### config.mk
export PLATFORM = sky130hd
export DESIGN_NAME = asc_chan
export DESIGN_NICKNAME = d
export VERILOG_FILES = /design/src/rtl/asc_pkg.sv /design/src/rtl/asc_chan.sv
export SDC_FILE = /design/constraint.sdc
export NUM_CORES = 1
export LEC_CHECK = 0
export CAP_MARGIN = 30
export CORE_MARGIN = 3
export CORE_UTILIZATION = 58
export DETAILED_ROUTE_END_ITERATION = 10
export DONT_BUFFER_PORTS = 1
export GPL_TIMING_DRIVEN = 0
export PLACE_DENSITY = 0.83
export SLEW_MARGIN = 5
export SYNTH_ARGS = -nofsm -noshare
export SYNTH_HDL_FRONTEND = slang
export SYNTH_SLANG_ARGS = --single-unit
### constraint.sdc
create_clock -name clk_sys_in -period 3.7 [get_ports clk_sys_in]
set_input_delay 0.37 -clock clk_sys_in [delete_from_list [all_inputs] [get_ports clk_sys_in]]
set_output_delay 0.37 -clock clk_sys_in [all_outputs]
set_load 0.02 [all_outputs]
### src/rtl/asc_pkg.sv
// Purpose: shared constants and types for one async serial channel
// Assumes: one 250 MHz system clock, 8-bit register port
// Notes:   register offsets follow the three address pins
package asc_pkg;
  // ----------------------------------------------------------------
  // Register offsets
  // ----------------------------------------------------------------
  localparam logic [2:0] A_DATA = 3'h0;
  localparam logic [2:0] A_IER  = 3'h1;
  localparam logic [2:0] A_ISR  = 3'h2;
  localparam logic [2:0] A_LCR  = 3'h3;
  localparam logic [2:0] A_MCR  = 3'h4;
  localparam logic [2:0] A_LSR  = 3'h5;
  localparam logic [2:0] A_MSR  = 3'h6;
  // ----------------------------------------------------------------
  // Field positions
  // ----------------------------------------------------------------
  localparam int LCR_STB  = 2;
  localparam int LCR_PEN  = 3;
  localparam int LCR_EVN  = 4;
  localparam int LCR_STK  = 5;
  localparam int LCR_BRK  = 6;
  localparam int LCR_DLAB = 7;
  localparam int MCR_DTR  = 0;
  localparam int MCR_RTS  = 1;
  localparam int MCR_RIL  = 2;
  localparam int MCR_OUT  = 3;
  localparam int MCR_LOOP = 4;
  localparam int IE_RX    = 0;
  localparam int IE_THR   = 1;
  localparam int IE_LSR   = 2;
  localparam int IE_MSR   = 3;
  // ----------------------------------------------------------------
  // Interrupt codes and reset values
  // ----------------------------------------------------------------
  localparam logic [3:0] ISR_NONE = 4'h1;
  localparam logic [3:0] ISR_LSR  = 4'h6;
  localparam logic [3:0] ISR_RXR  = 4'h4;
  localparam logic [3:0] ISR_THR  = 4'h2;
  localparam logic [3:0] ISR_MSR  = 4'h0;
  localparam logic [7:0] LCR_RST  = 8'h00;
  localparam logic [4:0] MCR_RST  = 5'h00;
  localparam logic [3:0] IER_RST  = 4'h0;
  localparam logic [15:0] DIV_RST = 16'h0001;
  // ----------------------------------------------------------------
  // Timing counts in 16x ticks
  // ----------------------------------------------------------------
  localparam logic [5:0] TK_BIT  = 6'd16;
  localparam logic [5:0] TK_MID  = 6'd7;
  localparam logic [5:0] TK_ST15 = 6'd24;
  localparam logic [5:0] TK_ST2  = 6'd32;
  // ----------------------------------------------------------------
  // Types
  // ----------------------------------------------------------------
  typedef struct packed {
    logic       cs_n;
    logic       rd_n;
    logic       wr_n;
    logic [2:0] addr;
    logic [7:0] data;
  } asc_bus_in_t;
  typedef struct packed {
    logic cd_n;
    logic ri_n;
    logic dsr_n;
    logic cts_n;
  } asc_modem_in_t;
  localparam asc_bus_in_t   BUS_IDLE = 14'h3800;
  localparam asc_modem_in_t MDM_IDLE = 4'hF;
  typedef enum logic [2:0] {
    S_IDLE, S_START, S_DATA, S_PAR, S_STOP
  } asc_ser_st_t;
endpackage

### src/rtl/asc_chan.sv
// Purpose: one async serial channel with its register set
// Assumes: bus, modem and rx pins are asynchronous to clk_sys_in
// Notes:   bus strobes are acted on after a two-flop synchroniser
`timescale 1ns/1ps
module asc_chan (
  input  wire logic                   clk_sys_in,
  input  wire logic                   resetn_in,
  input  wire logic                   ce_in,
  input  wire asc_pkg::asc_bus_in_t   bus_in,
  output logic [7:0]                  data_out,
  output logic                        data_oe_n_out,
  input  wire logic                   rx_in,
  output logic                        tx_out,
  input  wire asc_pkg::asc_modem_in_t modem_in,
  output logic                        dtr_n_out,
  output logic                        rts_n_out,
  output logic                        int_out,
  output logic                        int_oe_n_out
);
  import asc_pkg::*;

  asc_bus_in_t   bus_s1_q, bus_s2_q;
  asc_modem_in_t mdm_s1_q, mdm_s2_q;
  logic          rx_s1_q, rx_s2_q, rd_n_s3_q, wr_n_s3_q;
  logic [7:0]    lcr_q, thr_q, tsr_q, rx_sh_q, rhr_q;
  logic [4:0]    mcr_q;
  logic [3:0]    ier_q, pend_q, mst_q, delta_q, act, mst_now;
  logic [3:0]    isr_code;
  logic [15:0]   div_q, baud_cnt_q, div_m1;
  logic [5:0]    tx_tk_q, rx_tk_q, tx_last, rx_last;
  logic [2:0]    tx_bit_q, rx_bit_q;
  asc_ser_st_t   tx_st_q, rx_st_q;
  logic          thr_full_q, tx_par_q, ser, ser_brk, rx_line;
  logic          rx_prev_q, rx_zero_q, rx_pbad_q;
  logic          dr_q, oe_q, pe_q, fe_q, bi_q;
  logic          rd_evt, wr_evt, dlab, loop, tick, load;
  logic          tx_end, rx_smp, rx_done, accept, wr_thr;
  logic [2:0]    adr;

  // ----------------------------------------------------------------
  // Helpers
  // ----------------------------------------------------------------
  // word length
  function automatic logic [2:0] last_bit(input logic [7:0] l);
    last_bit = 3'(l[1:0]) + 3'd4;
  endfunction

  function automatic logic exp_par(input logic [7:0] d,
                                   input logic [7:0] l);
    logic [7:0] m;
    m = d & (8'hFF >> (2'd3 - l[1:0]));
    if (l[LCR_STK])
      exp_par = !l[LCR_EVN];
    else
      exp_par = l[LCR_EVN] ? ^m : ~^m;
  endfunction

  // ----------------------------------------------------------------
  // Pin synchronisers
  // ----------------------------------------------------------------
  always_ff @(posedge clk_sys_in or negedge resetn_in) begin
    if (!resetn_in) begin
      bus_s1_q  <= BUS_IDLE;
      bus_s2_q  <= BUS_IDLE;
      mdm_s1_q  <= MDM_IDLE;
      mdm_s2_q  <= MDM_IDLE;
      rx_s1_q   <= 1'b1;
      rx_s2_q   <= 1'b1;
      rd_n_s3_q <= 1'b1;
      wr_n_s3_q <= 1'b1;
    end else if (ce_in) begin
      bus_s1_q  <= bus_in;
      bus_s2_q  <= bus_s1_q;
      mdm_s1_q  <= modem_in;
      mdm_s2_q  <= mdm_s1_q;
      rx_s1_q   <= rx_in;
      rx_s2_q   <= rx_s1_q;
      rd_n_s3_q <= bus_s2_q.rd_n;
      wr_n_s3_q <= bus_s2_q.wr_n;
    end
  end

  // Address and data settle with the strobe, so two stages suffice
  assign adr    = bus_s2_q.addr;
  assign rd_evt = ce_in && !bus_s2_q.cs_n && !bus_s2_q.rd_n
                  && rd_n_s3_q;
  assign wr_evt = ce_in && !bus_s2_q.cs_n && !bus_s2_q.wr_n
                  && wr_n_s3_q;
  assign dlab   = lcr_q[LCR_DLAB];
  assign loop   = mcr_q[MCR_LOOP];

  // ----------------------------------------------------------------
  // Control registers
  // ----------------------------------------------------------------
  always_ff @(posedge clk_sys_in or negedge resetn_in) begin
    if (!resetn_in) begin
      lcr_q <= LCR_RST;
      mcr_q <= MCR_RST;
      ier_q <= IER_RST;
      div_q <= DIV_RST;
    end else if (wr_evt) begin
      case (adr)
        A_DATA: if (dlab) div_q[7:0] <= bus_s2_q.data;
        A_IER: begin
          if (dlab)
            div_q[15:8] <= bus_s2_q.data;
          else
            ier_q <= bus_s2_q.data[3:0];
        end
        A_LCR:   lcr_q <= bus_s2_q.data;
        A_MCR:   mcr_q <= bus_s2_q.data[4:0];
        default: ;
      endcase
    end
  end

  // ----------------------------------------------------------------
  // 16x baud tick
  // ----------------------------------------------------------------
  assign div_m1 = (div_q == 16'h0000) ? 16'h0000 : 16'(div_q - 16'h1);
  assign tick   = ce_in && (baud_cnt_q >= div_m1);

  always_ff @(posedge clk_sys_in or negedge resetn_in) begin
    if (!resetn_in)
      baud_cnt_q <= 16'h0000;
    else if (ce_in)
      baud_cnt_q <= tick ? 16'h0000 : 16'(baud_cnt_q + 16'h1);
  end

  // ----------------------------------------------------------------
  // Transmitter
  // ----------------------------------------------------------------
  // Writes meeting a full holding register and busy shifter are lost
  assign wr_thr = wr_evt && adr == A_DATA && !dlab
                  && (!thr_full_q || load);
  assign load   = ce_in && tx_st_q == S_IDLE && thr_full_q;
  assign tx_last = (tx_st_q != S_STOP) ? 6'(TK_BIT - 6'd1) :
                   !lcr_q[LCR_STB] ? 6'(TK_BIT - 6'd1) :
                   (lcr_q[1:0] == 2'b00) ? 6'(TK_ST15 - 6'd1) :
                   6'(TK_ST2 - 6'd1);
  assign tx_end = tick && tx_tk_q == tx_last;

  always_comb begin
    case (tx_st_q)
      S_START: ser = 1'b0;
      S_DATA:  ser = tsr_q[tx_bit_q];
      S_PAR:   ser = tx_par_q;
      default: ser = 1'b1;
    endcase
  end
  assign ser_brk = ser && !lcr_q[LCR_BRK];

  always_ff @(posedge clk_sys_in or negedge resetn_in) begin
    if (!resetn_in) begin
      thr_q      <= 8'h00;
      thr_full_q <= 1'b0;
    end else if (ce_in) begin
      if (wr_thr)
        thr_q <= bus_s2_q.data;
      thr_full_q <= wr_thr || (thr_full_q && !load);
    end
  end

  always_ff @(posedge clk_sys_in or negedge resetn_in) begin
    if (!resetn_in) begin
      tx_st_q  <= S_IDLE;
      tsr_q    <= 8'h00;
      tx_par_q <= 1'b0;
      tx_tk_q  <= 6'h00;
      tx_bit_q <= 3'h0;
    end else if (ce_in) begin
      if (tick)
        tx_tk_q <= tx_end ? 6'h00 : 6'(tx_tk_q + 6'h1);
      case (tx_st_q)
        S_IDLE: begin
          if (load) begin
            tsr_q    <= thr_q;
            tx_par_q <= exp_par(thr_q, lcr_q);
            tx_tk_q  <= 6'h00;
            tx_st_q  <= S_START;
          end
        end
        S_START: begin
          if (tx_end) begin
            tx_bit_q <= 3'h0;
            tx_st_q  <= S_DATA;
          end
        end
        S_DATA: begin
          if (tx_end) begin
            if (tx_bit_q == last_bit(lcr_q))
              tx_st_q <= lcr_q[LCR_PEN] ? S_PAR : S_STOP;
            else
              tx_bit_q <= 3'(tx_bit_q + 3'h1);
          end
        end
        S_PAR:   if (tx_end) tx_st_q <= S_STOP;
        S_STOP:  if (tx_end) tx_st_q <= S_IDLE;
        default: tx_st_q <= S_IDLE;
      endcase
    end
  end

  // ----------------------------------------------------------------
  // Receiver
  // ----------------------------------------------------------------
  // internal loop
  assign rx_line = loop ? ser_brk : rx_s2_q;
  assign rx_last = (rx_st_q == S_START) ? TK_MID : 6'(TK_BIT - 6'd1);
  assign rx_smp  = tick && rx_st_q != S_IDLE && rx_tk_q == rx_last;
  assign rx_done = rx_smp && rx_st_q == S_STOP;
  assign accept  = rx_done && (!dr_q || (rd_evt && adr == A_DATA
                                         && !dlab));

  always_ff @(posedge clk_sys_in or negedge resetn_in) begin
    if (!resetn_in) begin
      rx_st_q   <= S_IDLE;
      rx_prev_q <= 1'b1;
      rx_tk_q   <= 6'h00;
      rx_bit_q  <= 3'h0;
      rx_sh_q   <= 8'h00;
      rx_zero_q <= 1'b0;
      rx_pbad_q <= 1'b0;
    end else if (ce_in) begin
      rx_prev_q <= rx_line;
      if (tick)
        rx_tk_q <= rx_smp ? 6'h00 : 6'(rx_tk_q + 6'h1);
      case (rx_st_q)
        S_IDLE: begin
          if (rx_prev_q && !rx_line) begin
            rx_tk_q <= 6'h00;
            rx_st_q <= S_START;
          end
        end
        S_START: begin
          if (rx_smp) begin
            rx_st_q   <= rx_line ? S_IDLE : S_DATA;
            rx_bit_q  <= 3'h0;
            rx_sh_q   <= 8'h00;
            rx_zero_q <= 1'b1;
            rx_pbad_q <= 1'b0;
          end
        end
        S_DATA: begin
          if (rx_smp) begin
            rx_sh_q[rx_bit_q] <= rx_line;
            rx_zero_q         <= rx_zero_q && !rx_line;
            if (rx_bit_q == last_bit(lcr_q))
              rx_st_q <= lcr_q[LCR_PEN] ? S_PAR : S_STOP;
            else
              rx_bit_q <= 3'(rx_bit_q + 3'h1);
          end
        end
        S_PAR: begin
          if (rx_smp) begin
            rx_pbad_q <= rx_line != exp_par(rx_sh_q, lcr_q);
            rx_zero_q <= rx_zero_q && !rx_line;
            rx_st_q   <= S_STOP;
          end
        end
        S_STOP:  if (rx_smp) rx_st_q <= S_IDLE;
        default: rx_st_q <= S_IDLE;
      endcase
    end
  end

  // ----------------------------------------------------------------
  // Line status
  // ----------------------------------------------------------------
  always_ff @(posedge clk_sys_in or negedge resetn_in) begin
    if (!resetn_in) begin
      rhr_q <= 8'h00;
      dr_q  <= 1'b0;
      oe_q  <= 1'b0;
      pe_q  <= 1'b0;
      fe_q  <= 1'b0;
      bi_q  <= 1'b0;
    end else if (ce_in) begin
      if (accept)
        rhr_q <= rx_sh_q;
      dr_q <= accept || (dr_q && !(rd_evt && adr == A_DATA && !dlab));
      oe_q <= (rx_done && !accept)
              || (oe_q && !(rd_evt && adr == A_LSR));
      pe_q <= (rx_done && lcr_q[LCR_PEN] && rx_pbad_q)
              || (pe_q && !(rd_evt && adr == A_LSR));
      fe_q <= (rx_done && !rx_line)
              || (fe_q && !(rd_evt && adr == A_LSR));
      bi_q <= (rx_done && rx_zero_q && !rx_line)
              || (bi_q && !(rd_evt && adr == A_LSR));
    end
  end

  // ----------------------------------------------------------------
  // Modem status
  // ----------------------------------------------------------------
  // status sources
  assign mst_now = loop ? {mcr_q[MCR_OUT], mcr_q[MCR_RIL],
                           mcr_q[MCR_DTR], mcr_q[MCR_RTS]}
                        : ~mdm_s2_q;

  always_ff @(posedge clk_sys_in or negedge resetn_in) begin
    if (!resetn_in) begin
      mst_q   <= 4'h0;
      delta_q <= 4'h0;
    end else if (ce_in) begin
      mst_q   <= mst_now;
      delta_q <= (mst_now ^ mst_q)
                 | (delta_q & {4{!(rd_evt && adr == A_MSR)}});
    end
  end

  // ----------------------------------------------------------------
  // Interrupt priority
  // ----------------------------------------------------------------
  // source masks
  assign act = pend_q & ier_q;

  always_comb begin
    if (act[IE_LSR])
      isr_code = ISR_LSR;
    else if (act[IE_RX])
      isr_code = ISR_RXR;
    else if (act[IE_THR])
      isr_code = ISR_THR;
    else if (act[IE_MSR])
      isr_code = ISR_MSR;
    else
      isr_code = ISR_NONE;
  end

  always_ff @(posedge clk_sys_in or negedge resetn_in) begin
    if (!resetn_in) begin
      pend_q <= 4'h0;
    end else if (ce_in) begin
      pend_q[IE_LSR] <= (rx_done && (!accept || !rx_line
                         || (lcr_q[LCR_PEN] && rx_pbad_q)))
                        || (pend_q[IE_LSR] && !(rd_evt
                        && (adr == A_LSR || (adr == A_ISR
                        && isr_code == ISR_LSR))));
      pend_q[IE_RX]  <= accept || (pend_q[IE_RX] && !(rd_evt
                        && ((adr == A_DATA && !dlab) || (adr == A_ISR
                        && isr_code == ISR_RXR))));
      // empty raises interrupt
      // Enabling the source while the holding register is empty raises it
      pend_q[IE_THR] <= load || (wr_evt && adr == A_IER && !dlab
                        && bus_s2_q.data[IE_THR] && !thr_full_q)
                        || (pend_q[IE_THR] && !wr_thr
                        && !(rd_evt && adr == A_ISR
                        && isr_code == ISR_THR));
      pend_q[IE_MSR] <= (|(mst_now ^ mst_q))
                        || (pend_q[IE_MSR] && !(rd_evt
                        && (adr == A_MSR || (adr == A_ISR
                        && isr_code == ISR_MSR && act[IE_MSR]))));
    end
  end

  // ----------------------------------------------------------------
  // Read port and pins
  // ----------------------------------------------------------------
  always_ff @(posedge clk_sys_in or negedge resetn_in) begin
    if (!resetn_in) begin
      data_out      <= 8'h00;
      data_oe_n_out <= 1'b1;
    end else if (ce_in) begin
      data_oe_n_out <= bus_s2_q.cs_n || bus_s2_q.rd_n;
      if (rd_evt) begin
        case (adr)
          A_DATA:  data_out <= dlab ? div_q[7:0] : rhr_q;
          A_IER:   data_out <= dlab ? div_q[15:8] : {4'h0, ier_q};
          A_ISR:   data_out <= {4'h0, isr_code};
          A_LCR:   data_out <= lcr_q;
          A_MCR:   data_out <= {3'h0, mcr_q};
          A_LSR:   data_out <= {1'b0, !thr_full_q && tx_st_q == S_IDLE,
                                !thr_full_q, bi_q, fe_q, pe_q, oe_q,
                                dr_q};
          A_MSR:   data_out <= {mst_now, delta_q};
          default: data_out <= 8'h00;
        endcase
      end
    end
  end

  always_ff @(posedge clk_sys_in or negedge resetn_in) begin
    if (!resetn_in) begin
      tx_out       <= 1'b1;
      dtr_n_out    <= 1'b1;
      rts_n_out    <= 1'b1;
      int_out      <= 1'b0;
      int_oe_n_out <= 1'b1;
    end else if (ce_in) begin
      tx_out       <= loop || ser_brk;
      dtr_n_out    <= !mcr_q[MCR_DTR];
      rts_n_out    <= !mcr_q[MCR_RTS];
      int_out      <= |act;
      int_oe_n_out <= !mcr_q[MCR_OUT];
    end
  end
endmodule

==> impl_metrics.py, run 1 <==
metrics = {
    "global_routing": {
        "grt.total_usage_pct": 28.10,
        "antenna_found_initial": 0,
        "grt_pass1_wl_um": 40010,
        "grt_pass1_vias": 7509,
        "grt-ovfl-total": 0,
        "grt_max_degree": 182,
    },
    "clocking": {
        "cts_buffer_depth": 2,
        "clock_latency_ns": 0.45,
        "clock_sinks": 181,
        "numCtsBuffers": 17,
        "cts_tree": "built",
        "root_buffer": "clkbuf_16",
        "cts_htree_levels": 4,
        "path_clk_slew_ns": 0.07,
    },
    "status": {
        "violations": "negative hold slack, negative setup slack",
        "outcome": "complete, but fails checks",
    },
    "sta": {
        "final_max_slew_viol_count": 0,
        "rsz0062_at_grt": "true",
        "setup_slack_ns": -0.4453,
        "tightest_slew_ns": 1.196,
        "holdWs_ns": -0.3785,
        "fin_crit_sh_pct": 112.0,
        "fin_skew_ns": 0.01124,
        "max_slew_margin_pct": 19.96,
        "fmax_mhz": 241.2,
        "min_period_ns": 4.145,
        "finalHoldViolCount": 156,
        "setup_viol": 65,
    },
    "worst_setup_path": {
        "crit_path_start_kind": "register",
        "crit_chain": "or3_4 -> or3_4 -> nor3_4 -> nand2b_1 -> buf_6 -> nor3_4 -> xor2_1 -> nand2_2 -> ha_4 -> a21o_1 -> a21o_1 -> a21o_1 -> a21o_4 -> o211ai_4 -> buf_8 -> buf_8 -> o211ai_1 -> o41ai_2",
        "rrSetupSlack_ns": -0.45,
        "cpMostUsedCell": "a21o_1",
        "critical_path_class": "register to register",
        "crit_fanout": 7,
        "r2r_cells": 18,
        "rr_endpoint": "rx_st_q[1]",
        "arrival_ns": 4.49,
        "required_ns": 4.04,
        "r2r-start": "div_q[4]",
        "slowest_delay_ns": 0.43,
        "crit_path_end_kind": "register",
        "crit_slowest_cell": "dfrtp_2",
    },
    "routing": {
        "routed_wl_um": 27270,
        "drcViolationCount": 0,
        "viasPerCell": 6.586,
        "final_antenna_net_count": 0,
        "vias": 7976,
        "wire_per_inst_um": 22.52,
        "drtIter0Drc": 909,
        "dr.pass1.iters": 8,
    },
    "floorplan": {
        "die-area_um2": 18130,
        "die-height_um": 134.7,
        "io_pins": 36,
        "coreArea_um2": 16060,
        "initial_core_util_pct": 59.78,
        "row_count": 46,
        "die_w_um": 134.7,
    },
    "synth": {
        "syn_area_per_cell_um2": 10.34,
        "synth_ff_type": "dfrtp_1",
        "yosys_warnings": 0,
        "synthTopCellsByCount": "156 x dfrtp_1, 112 x nand2_1, 95 x mux2_2",
        "async_reset_ff_share_pct": 100.0,
        "yosysTopAreaCell": "dfrtp_1",
        "synth_area_um2": 9599,
        "ys_ff_latch": 181,
        "synthTopCellsByArea": "dfrtp_1 41%, mux2_2 11%, dfstp_2 6.8%",
        "synth_top_area_share_pct": 40.67,
        "yosysMostFrequentCell": "dfrtp_1",
        "syn-instance-count": 928,
        "syn_nets": 973,
        "ys_seq_area_share_pct": 47.51,
        "synth_cell_types": 71,
        "synth_edf_count": 0,
    },
    "final_layout": {
        "n_fill_cell": 1053,
        "multi_input_area_um2": 5146,
        "drive_above_1_share_pct": 28.14,
        "antenna_cells": 0,
        "seq_area_um2": 4567,
        "num-nets-final": 1027,
        "design_area_um2": 11290,
        "area_growth_pct": 17.61,
    },
    "power": {
        "peakVddDrop_uv": 493.9,
        "power.leakage_nw": 4.775,
        "powerDensity_nw_per_um2": 688.3,
    },
    "place": {
        "place_area_um2": 9878,
        "globalplace.congestion": 0.9659,
        "post-dp-hpwl_um": 16550,
        "io_buffers": 0,
    },
    "min_path": {
        "holdCritPathClass": "input pin to async pin",
    },
    "flow_run": {
        "timing.max_cap.violations": 0,
    },
}
area by class of cell:
class                   instances  share of cell area [%]
inverters                      24                  0.7980
clock inverters                15                   1.873
multi-input cells             674                   45.58
repair buffers                 35                   2.771
well taps                     216                   2.394
plain buffers                  49                   2.361
clock buffers                  17                   3.768
flip-flops and latches        181                   40.45
registers in the layout, summed over array words and instances (netlist names), 5 cells and up:
| signal | count |
|---|---|
| rx_sh_q | 8 |
| tx_tk_q | 6 |
| tsr_q | 8 |
| mcr_q | 5 |
| div_q | 16 |
| bus_s1_q | 14 |
| baud_cnt_q | 16 |
| data_out | 8 |
| lcr_q | 8 |
| rx_tk_q | 6 |
| bus_s2_q | 11 |
| rhr_q | 8 |
| thr_q | 8 |
per-layer routing:
metal  global-route usage [%]  wire [um]  up-vias
met5                        0          0        -
met4                    14.08       1485        0
met3                    4.881       2373      131
met2                    45.19      12930      499
met1                    36.96      10480     3896
li1                         -          -     3450
kinds of logic after synthesis:
group / after synthesis / share of synthesized area, %
AND/OR/NAND/NOR: 293 / 14.86
AO/OA/AOI/OAI: 193 / 13.74
flip-flops: 181 / 47.51
multiplexers: 114 / 13.13
buffers and inverters: 73 / 3.115
XOR/XNOR: 51 / 4.653
adder cells (fa/ha/maj): 23 / 2.998
power breakdown:
part           switching, mW  leakage (nW)  total [mW]  internal (mW)
Clock                  0.923         0.303        1.91          0.985
Combinational           1.70          2.20        2.95           1.25
Sequential             0.515          2.27        2.91           2.40
Total                   3.13          4.78        7.77           4.64
cell usage in the layout (no fill, tap or decap), drive strengths merged, types with 29 or more instances in the layout:
| master | n |
|---|---|
| nand2 | 112 |
| clkbuf | 48 |
| a21oi | 30 |
| mux2 | 95 |
| inv | 29 |
| nor2 | 67 |
| buf | 53 |
| dfrtp | 156 |
| o21ai | 52 |
how the worst max path moves through the flow:
stage	start	to	slack [ns]	depth (start not counted)
after floorplan	div_q[9]	tx_st_q[0]	-0.04	14
after global placement	div_q[9]	rx_tk_q[0]	-0.54	15
after detailed placement	div_q[9]	rx_tk_q[1]	-0.62	15
after CTS	div_q[4]	rx_sh_q[4]	-0.28	15
after global routing	div_q[4]	rx_sh_q[4]	-0.53	16
final	div_q[4]	rx_st_q[1]	-0.45	18
through the flow:
step           util [%]  instances  total power, mW  worst slack, ns   TNS, ns
6_report          70.31       1211            7.771          -0.4453    -21.05
5_1_grt           70.31       1211            8.094          -0.5270    -26.05
4_1_cts           67.52       1191            7.195          -0.2763    -10.84
3_5_place_dp      61.52       1144            5.052          -0.6218    -27.82
3_3_place_gp      61.52       1144            4.950          -0.5426    -23.48
2_1_floorplan         -        928            4.456         -0.04072  -0.08144
worst max-delay path: cells and delay by family, from the launching register on:
family | cells | cell delay [ns]
adder cells (fa/ha/maj) | 1 | 0.25
buffers and inverters | 3 | 0.51
AND/OR/NAND/NOR | 6 | 1.36
AO/OA/AOI/OAI | 7 | 1.23
XOR/XNOR | 1 | 0.23
flip-flops | 1 | 0.43
repair_timing:
item / CTS / global route
setup buffers: 14 / 19
endpoints found under the setup margin: 65 / 65
hold endpoints to repair: 181 / 181
gates resized for setup: 58 / 75
gates cloned: 1 / 2
pin swaps: 29 / 36
Power figures use the tool's default switching activity.
==> inputs of run 2 (changes only) <==
--- a/config.mk
+++ b/config.mk
@@ -5,6 +5,7 @@
 export SDC_FILE = /design/constraint.sdc
 export NUM_CORES = 1
 export LEC_CHECK = 0
+export ABC_AREA = 1
 export CAP_MARGIN = 30
 export CORE_MARGIN = 3
 export CORE_UTILIZATION = 58
==> constraint.sdc (replaced) <==
create_clock -name clk_sys_in -period 3.4 [get_ports clk_sys_in]
set_input_delay 0.34 -clock clk_sys_in [delete_from_list [all_inputs] [get_ports clk_sys_in]]
set_output_delay 0.34 -clock clk_sys_in [all_outputs]
set_load 0.02 [all_outputs]
==> run 2 against run 1 <==
  * The flow finishes with violations (negative hold slack)
  * Combinational power down 5%
  * Total power is 1.8% higher
  * Clock power increased by 7%
  * Largest cell class is now flip-flops and latches
  * Largest power group is now registers
==> impl_metrics.py, run 2 <==
metrics = {
    "status": {
        "outcome": "complete, but fails checks",
        "violations": "negative hold slack",
    },
    "clocking": {
        "cts_buffer_depth": 2,
        "cts_tree": "built",
        "path_clk_slew_ns": 0.08,
        "root_buffer": "clkbuf_16",
        "clock_latency_ns": 0.45,
        "numCtsBuffers": 17,
        "cts_htree_levels": 4,
        "ctsHoldBuffers": 8,
        "clock_sinks": 181,
    },
    "worst_setup_path": {
        "critical_path_class": "register to register",
        "cpLargestDelayFamily": "simple AND/OR/NAND/NOR gates",
        "crit_buf_inv": 1,
        "cpMostUsedCell": "nand2_1",
        "arrival_ns": 3.72,
        "required_ns": 3.72,
        "slowest_delay_ns": 0.40,
        "crit_slowest_cell": "dfrtp_1",
        "crit_fanout": 6,
        "crit_path_end_kind": "register",
        "crit_chain": "nor2_1 -> nand2_1 -> nor3_2 -> nand2_1 -> nor2_2 -> nand2_2 -> nor2_4 -> nand3_2 -> xor2_1 -> nand2_1 -> ha_4 -> nand2_4 -> nor3_4 -> nand2_2 -> a21oi_4 -> nand3_4 -> buf_6 -> o21ai_1 -> o21ai_1",
        "crit_path_start_kind": "register",
    },
    "sta": {
        "setup_slack_ns": 0.001678,
        "rsz0062_at_grt": "true",
        "setup_viol": 0,
        "holdWs_ns": -0.4009,
        "max_slew_margin_pct": 49.40,
        "finalHoldViolCount": 181,
        "fin_skew_ns": 0.01214,
        "fin_crit_sh_pct": 99.95,
        "min_period_ns": 3.398,
        "fmax_mhz": 294.3,
        "final_max_slew_viol_count": 0,
        "tightest_slew_ns": 0.7590,
    },
    "synth": {
        "async_reset_ff_share_pct": 100.0,
        "ys_seq_area_share_pct": 47.63,
        "syn_nets": 1285,
        "yosysMostFrequentCell": "nand2_1",
        "synthTopCellsByArea": "dfrtp_1 41%, nand2_1 16%, o21ai_0 6.9%",
        "yosysTopAreaCell": "dfrtp_1",
        "synth_edf_count": 0,
        "synth_top_area_share_pct": 40.77,
        "ys_ff_latch": 181,
        "syn-instance-count": 1240,
        "yosys_warnings": 0,
        "synth_cell_types": 47,
        "synthTopCellsByCount": "405 x nand2_1, 156 x dfrtp_1, 132 x inv_1, 132 x o21ai_0, 87 x nor2_1",
        "synth_ff_type": "dfrtp_1",
        "synth_area_um2": 9575,
        "syn_area_per_cell_um2": 7.722,
    },
    "floorplan": {
        "die-height_um": 134.5,
        "die-area_um2": 18090,
        "die_w_um": 134.5,
        "coreArea_um2": 16000,
        "initial_core_util_pct": 59.85,
        "io_pins": 36,
        "row_count": 46,
    },
    "final_layout": {
        "final_cell_mix": "396 x nand2_1, 156 x dfrtp_1, 131 x inv_1",
        "reg.largest.list": "baud_cnt_q (16), div_q (16), bus_s1_q (14)",
        "num-nets-final": 1327,
        "layout_commonest_cell": "nand2_1",
        "area_growth_pct": 13.82,
        "n_fill_cell": 1306,
        "drive_above_1_share_pct": 10.81,
        "design_area_um2": 10900,
        "antenna_cells": 0,
    },
    "routing": {
        "dr.pass1.iters": 5,
        "drtIter0Drc": 946,
        "final_antenna_net_count": 0,
        "wire_per_inst_um": 17.03,
        "viasPerCell": 5.733,
        "routed_wl_um": 25730,
        "vias": 8662,
        "drcViolationCount": 0,
    },
    "global_routing": {
        "grt.total_usage_pct": 29.31,
        "grt_pass1_wl_um": 41580,
        "grt_max_degree": 182,
        "grt_pass1_vias": 8225,
        "antenna_found_initial": 0,
        "grt-ovfl-total": 0,
    },
    "place": {
        "place_area_um2": 9846,
        "pre_cts_ws_ns": -0.2953,
        "io_buffers": 0,
        "globalplace.congestion": 0.9795,
        "post-dp-hpwl_um": 17810,
    },
    "min_path": {
        "holdCritPathClass": "input pin to async pin",
    },
    "power": {
        "power.leakage_nw": 5.252,
        "peakVddDrop_uv": 442.4,
        "powerDensity_nw_per_um2": 725.9,
    },
    "flow_run": {
        "timing.max_cap.violations": 0,
    },
}
## run 2: cell count changes after synthesis, sizes merged, moves of 9 or more
cell	delta
xnor2	-13
nor2	+24
nand4	+9
nand2	+295
mux2i	-18
mux2	-95
o31ai	-16
nand3	+49
a22o	-18
nor2b	-10
o21ai	+86
a31oi	-16
inv	+110
## run 2: through the flow
step,TNS (ns),utilization [%],cells,hold WS [ns],power (mW)
2_1_floorplan,0,-,1240,0.04441,4.856
4_1_cts,0,66.30,1499,-0.4178,7.587
6_report,0,68.12,1511,-0.4009,7.912
5_1_grt,-4.672,68.12,1511,-0.4277,8.450
3_3_place_gp,-5.939,61.53,1456,0.05663,5.411
3_5_place_dp,-5.912,61.53,1456,0.05763,5.504
## run 2: timing repair
action | CTS | global route
endpoints found under the setup margin | 48 | 65
hold endpoints to repair | 189 | 181
pin swaps | 2 | 19
resized for setup | 11 | 65
gates cloned | 0 | 3
buffers inserted | 3 | 9
## run 2: metal layers
layer	up-vias	part of all wire, %	GRT usage [%]
met4	0	4.0	13.86
met5	-	0	0
met3	72	7.4	6.073
met1	4127	41	38.02
li1	4115	-	-
met2	348	48	47.51
## run 2: worst register-to-register path, cell delays in order (launching register included)
cell	delay (ns)
dfrtp_1	0.40
nor2_1	0.11
nand2_1	0.09
nor3_2	0.24
nand2_1	0.12
nor2_2	0.15
nand2_2	0.11
nor2_4	0.14
nand3_2	0.08
xor2_1	0.16
nand2_1	0.14
ha_4	0.30
nand2_4	0.07
nor3_4	0.18
nand2_2	0.12
a21oi_4	0.27
nand3_4	0.18
buf_6	0.18
o21ai_1	0.14
o21ai_1	0.11
## run 2: cell type report
class | count | area [um2] | share of cell area [%]
Sequential cell | 181 | 4561 | 41.84
Multi-Input combinational cell | 892 | 4547 | 41.72
Inverter | 134 | 503.0 | 4.615
Clock buffer | 18 | 439.2 | 4.029
Tap cell | 216 | 270.3 | 2.480
Timing Repair Buffer | 23 | 232.7 | 2.135
Clock inverter | 14 | 175.2 | 1.607
Buffer | 33 | 171.4 | 1.573
## run 2: logic make-up (layout without fill, tap and decap cells)
kind of cell | after synthesis | in the layout | share of synthesized area (%)
XOR/XNOR | 30 | 30 | 2.744
AO/OA/AOI/OAI | 208 | 208 | 12.22
multiplexers | 1 | 1 | 0.1045
buffers and inverters | 167 | 222 | 6.703
adder cells (fa/ha/maj) | 23 | 23 | 3.005
AND/OR/NAND/NOR | 630 | 630 | 27.60
flip-flops | 181 | 181 | 47.63
## run 2: final timing paths
path,depth (start not counted),slack (ns),startpoint,to
min in group clk_sys_in,2,0.01,bus_in[7],bus_s1_q[7]
max in group asynchronous,0,3.40,resetn_in,mdm_s1_q[1]
max reg2reg,19,0.002,div_q[2],rx_sh_q[5]
max,19,0.002,div_q[2],rx_sh_q[5]
min reg2reg,2,0.46,mdm_s2_q[1],mdm_s2_q[1]
min,0,-0.40,resetn_in,tx_tk_q[0]
## run 2: power by group
group / internal, mW / switching (mW) / leakage [nW]
Sequential: 2.61 / 0.467 / 2.28
Combinational: 1.00 / 1.80 / 2.67
Clock: 1.02 / 1.01 / 0.301
==> inputs of run 3 (changes only) <==
--- a/config.mk
+++ b/config.mk
@@ -5,13 +5,11 @@
 export SDC_FILE = /design/constraint.sdc
 export NUM_CORES = 1
 export LEC_CHECK = 0
-export ABC_AREA = 1
 export CAP_MARGIN = 30
 export CORE_MARGIN = 3
 export CORE_UTILIZATION = 58
 export DETAILED_ROUTE_END_ITERATION = 10
 export DONT_BUFFER_PORTS = 1
-export GPL_TIMING_DRIVEN = 0
 export PLACE_DENSITY = 0.83
 export SLEW_MARGIN = 5
 export SYNTH_ARGS = -nofsm -noshare
==> run 3 against run 2 <==
  * The flow finishes with violations (negative hold slack, negative setup slack)
  * Core utilization is 1.9 points higher
  * Sequential share of layout area is 1.3 points lower
  * Total power is 3.6% higher
  * Largest power group unchanged
==> impl_metrics.py, run 3 (synthesis results as in run 1) <==
metrics = {
    "status": {
        "outcome": "complete, but fails checks",
        "violations": "negative hold slack, negative setup slack",
    },
    "power": {
        "peakVddDrop_uv": 514.4,
        "p_clk_share_pct": 24.4,
        "power.total_mw": 8.196,
        "swShare_pct": 39.35,
        "combPwrFrac_pct": 35.9,
        "powerDensity_nw_per_um2": 729.3,
        "internal_power_mw": 4.971,
        "power.leakage_nw": 4.856,
        "p_sw_mw": 3.225,
        "sequentialPowerShare_pct": 39.6,
    },
    "clocking": {
        "clock_sinks": 181,
        "cts_tree": "built",
        "path_clk_slew_ns": 0.08,
        "root_buffer": "clkbuf_16",
        "ctsHoldBuffers": 2,
        "numCtsBuffers": 17,
        "cts_buffer_depth": 2,
        "cts_htree_levels": 4,
        "clock_latency_ns": 0.44,
    },
    "routing": {
        "vias": 7605,
        "drtIter0Drc": 821,
        "viasPerCell": 6.338,
        "routed_wl_um": 24150,
        "wire_per_inst_um": 20.13,
        "dr.pass1.iters": 5,
        "drcViolationCount": 0,
        "final_antenna_net_count": 0,
    },
    "sta": {
        "tightest_slew_ns": 0.9138,
        "final_max_slew_viol_count": 0,
        "holdWs_ns": -0.4111,
        "max_slew_margin_pct": 38.86,
        "min_period_ns": 3.835,
        "setup_viol": 64,
        "fin_skew_ns": 0.008739,
        "setup_slack_ns": -0.4346,
        "finalHoldViolCount": 181,
        "fmax_mhz": 260.8,
        "rsz0062_at_grt": "true",
        "fin_crit_sh_pct": 112.8,
    },
    "min_path": {
        "holdCritPathClass": "input pin to async pin",
    },
    "worst_setup_path": {
        "arrival_ns": 4.16,
        "crit_path_start_kind": "register",
        "critical_path_class": "register to register",
        "critPathLaunch": "div_q[4]",
        "r2r_cells": 17,
        "r2r-start": "div_q[4]",
        "rrSetupSlack_ns": -0.43,
        "crit_path_end_kind": "register",
        "required_ns": 3.73,
        "rr_endpoint": "rhr_q[7]",
        "crit_fanout": 9,
    },
    "final_layout": {
        "layout_commonest_cell": "dfrtp_1",
        "final_cell_mix": "156 x dfrtp_1, 105 x nand2_1, 95 x mux2_2",
        "stdcell_count": 1200,
        "antenna_cells": 0,
        "num-nets-final": 1016,
        "area_growth_pct": 17.08,
        "reg.largest.list": "baud_cnt_q (16), div_q (16), bus_s1_q (14)",
        "drive_above_1_share_pct": 29.98,
    },
    "place": {
        "globalplace.congestion": 0.9472,
        "post-place-cells": 1141,
        "post-dp-hpwl_um": 15320,
        "io_buffers": 0,
    },
    "global_routing": {
        "antenna_found_initial": 0,
        "grt-ovfl-total": 0,
        "grt_pass1_vias": 7505,
        "grt_pass1_wl_um": 39110,
        "grt.total_usage_pct": 27.10,
        "grt_max_degree": 182,
    },
    "floorplan": {
        "io_pins": 36,
        "die-height_um": 134.7,
        "initial_core_util_pct": 59.78,
        "row_count": 46,
        "die_w_um": 134.7,
        "die-area_um2": 18130,
        "coreArea_um2": 16060,
    },
    "flow_run": {
        "timing.max_cap.violations": 0,
    },
}
-- run 3: repair_timing --
action	CTS	global route
gates cloned	1	0
gates resized for setup	59	21
endpoints found under the setup margin	64	65
pin swaps	23	9
hold endpoints to repair	183	181
buffers inserted	17	13
-- run 3: how the worst max path moves through the flow --
stage | cells past startpoint | slack, ns | to
detailed placement | 15 | -0.45 | rhr_q[2]
finish | 17 | -0.43 | rhr_q[7]
CTS | 17 | -0.34 | pe_q
global placement | 15 | -0.36 | rhr_q[3]
floorplan | 15 | -0.23 | pe_q
global route | 16 | -0.60 | rx_sh_q[0]
-- run 3: power by group through the flow --
stage / clock network [mW] / registers [mW] / logic [mW]
floorplan: 0 / 3.00 / 1.96
global placement: 0 / 3.22 / 2.34
detailed placement: 0 / 3.24 / 2.44
CTS: 2.01 / 3.23 / 2.73
global route: 2.09 / 3.31 / 3.21
finish: 2.00 / 3.25 / 2.95
-- run 3: final cells by class --
| cell class | instances | area, um2 |
|---|---|---|
| timing repair buffer | 73 | 625.6 |
| inverter | 24 | 90.09 |
| sequential | 181 | 4561 |
| tap | 216 | 270.3 |
| fill | 1043 | 4820 |
| clock inverter | 15 | 182.7 |
| clock buffer | 17 | 425.4 |
| multi-input combinational | 674 | 5084 |
-- run 3: metal layers --
layer / vias to the layer above / routed length (um) / GRT usage [%]
met1: 3740 / 9704 / 34.78
met4: 0 / 1142 / 13.86
met2: 340 / 11630 / 44.00
met3: 92 / 1676 / 5.328
li1: 3433 / - / -
met5: - / 0 / 0
-- run 3: through the flow --
stage / area (um2) / utilization (%) / setup WS (ns) / hold slack [ns] / setup TNS, ns
finish: 11240 / 69.99 / -0.4346 / -0.4111 / -18.72
global route: 11240 / 69.99 / -0.6006 / -0.4209 / -30.25
CTS: 11120 / 69.22 / -0.3445 / -0.4121 / -14.18
detailed placement: 10120 / 63.00 / -0.4499 / 0.05670 / -14.66
global placement: 10120 / 63.00 / -0.3568 / 0.05731 / -10.34
floorplan: 9743 / - / -0.2312 / 0.04441 / -6.326
-- run 3: worst max-delay path, cell delays in order, from the launching register on --
cell	delay, ns
dfrtp_1	0.38
or3_1	0.39
or3_4	0.35
nor3_4	0.12
nand2b_1	0.14
buf_4	0.16
nor3_2	0.11
xor2_1	0.18
nand2_1	0.13
ha_4	0.30
nand4_1	0.12
buf_4	0.17
nor2_4	0.16
o211ai_4	0.17
buf_6	0.19
nor3_4	0.15
buf_12	0.15
mux2_2	0.33
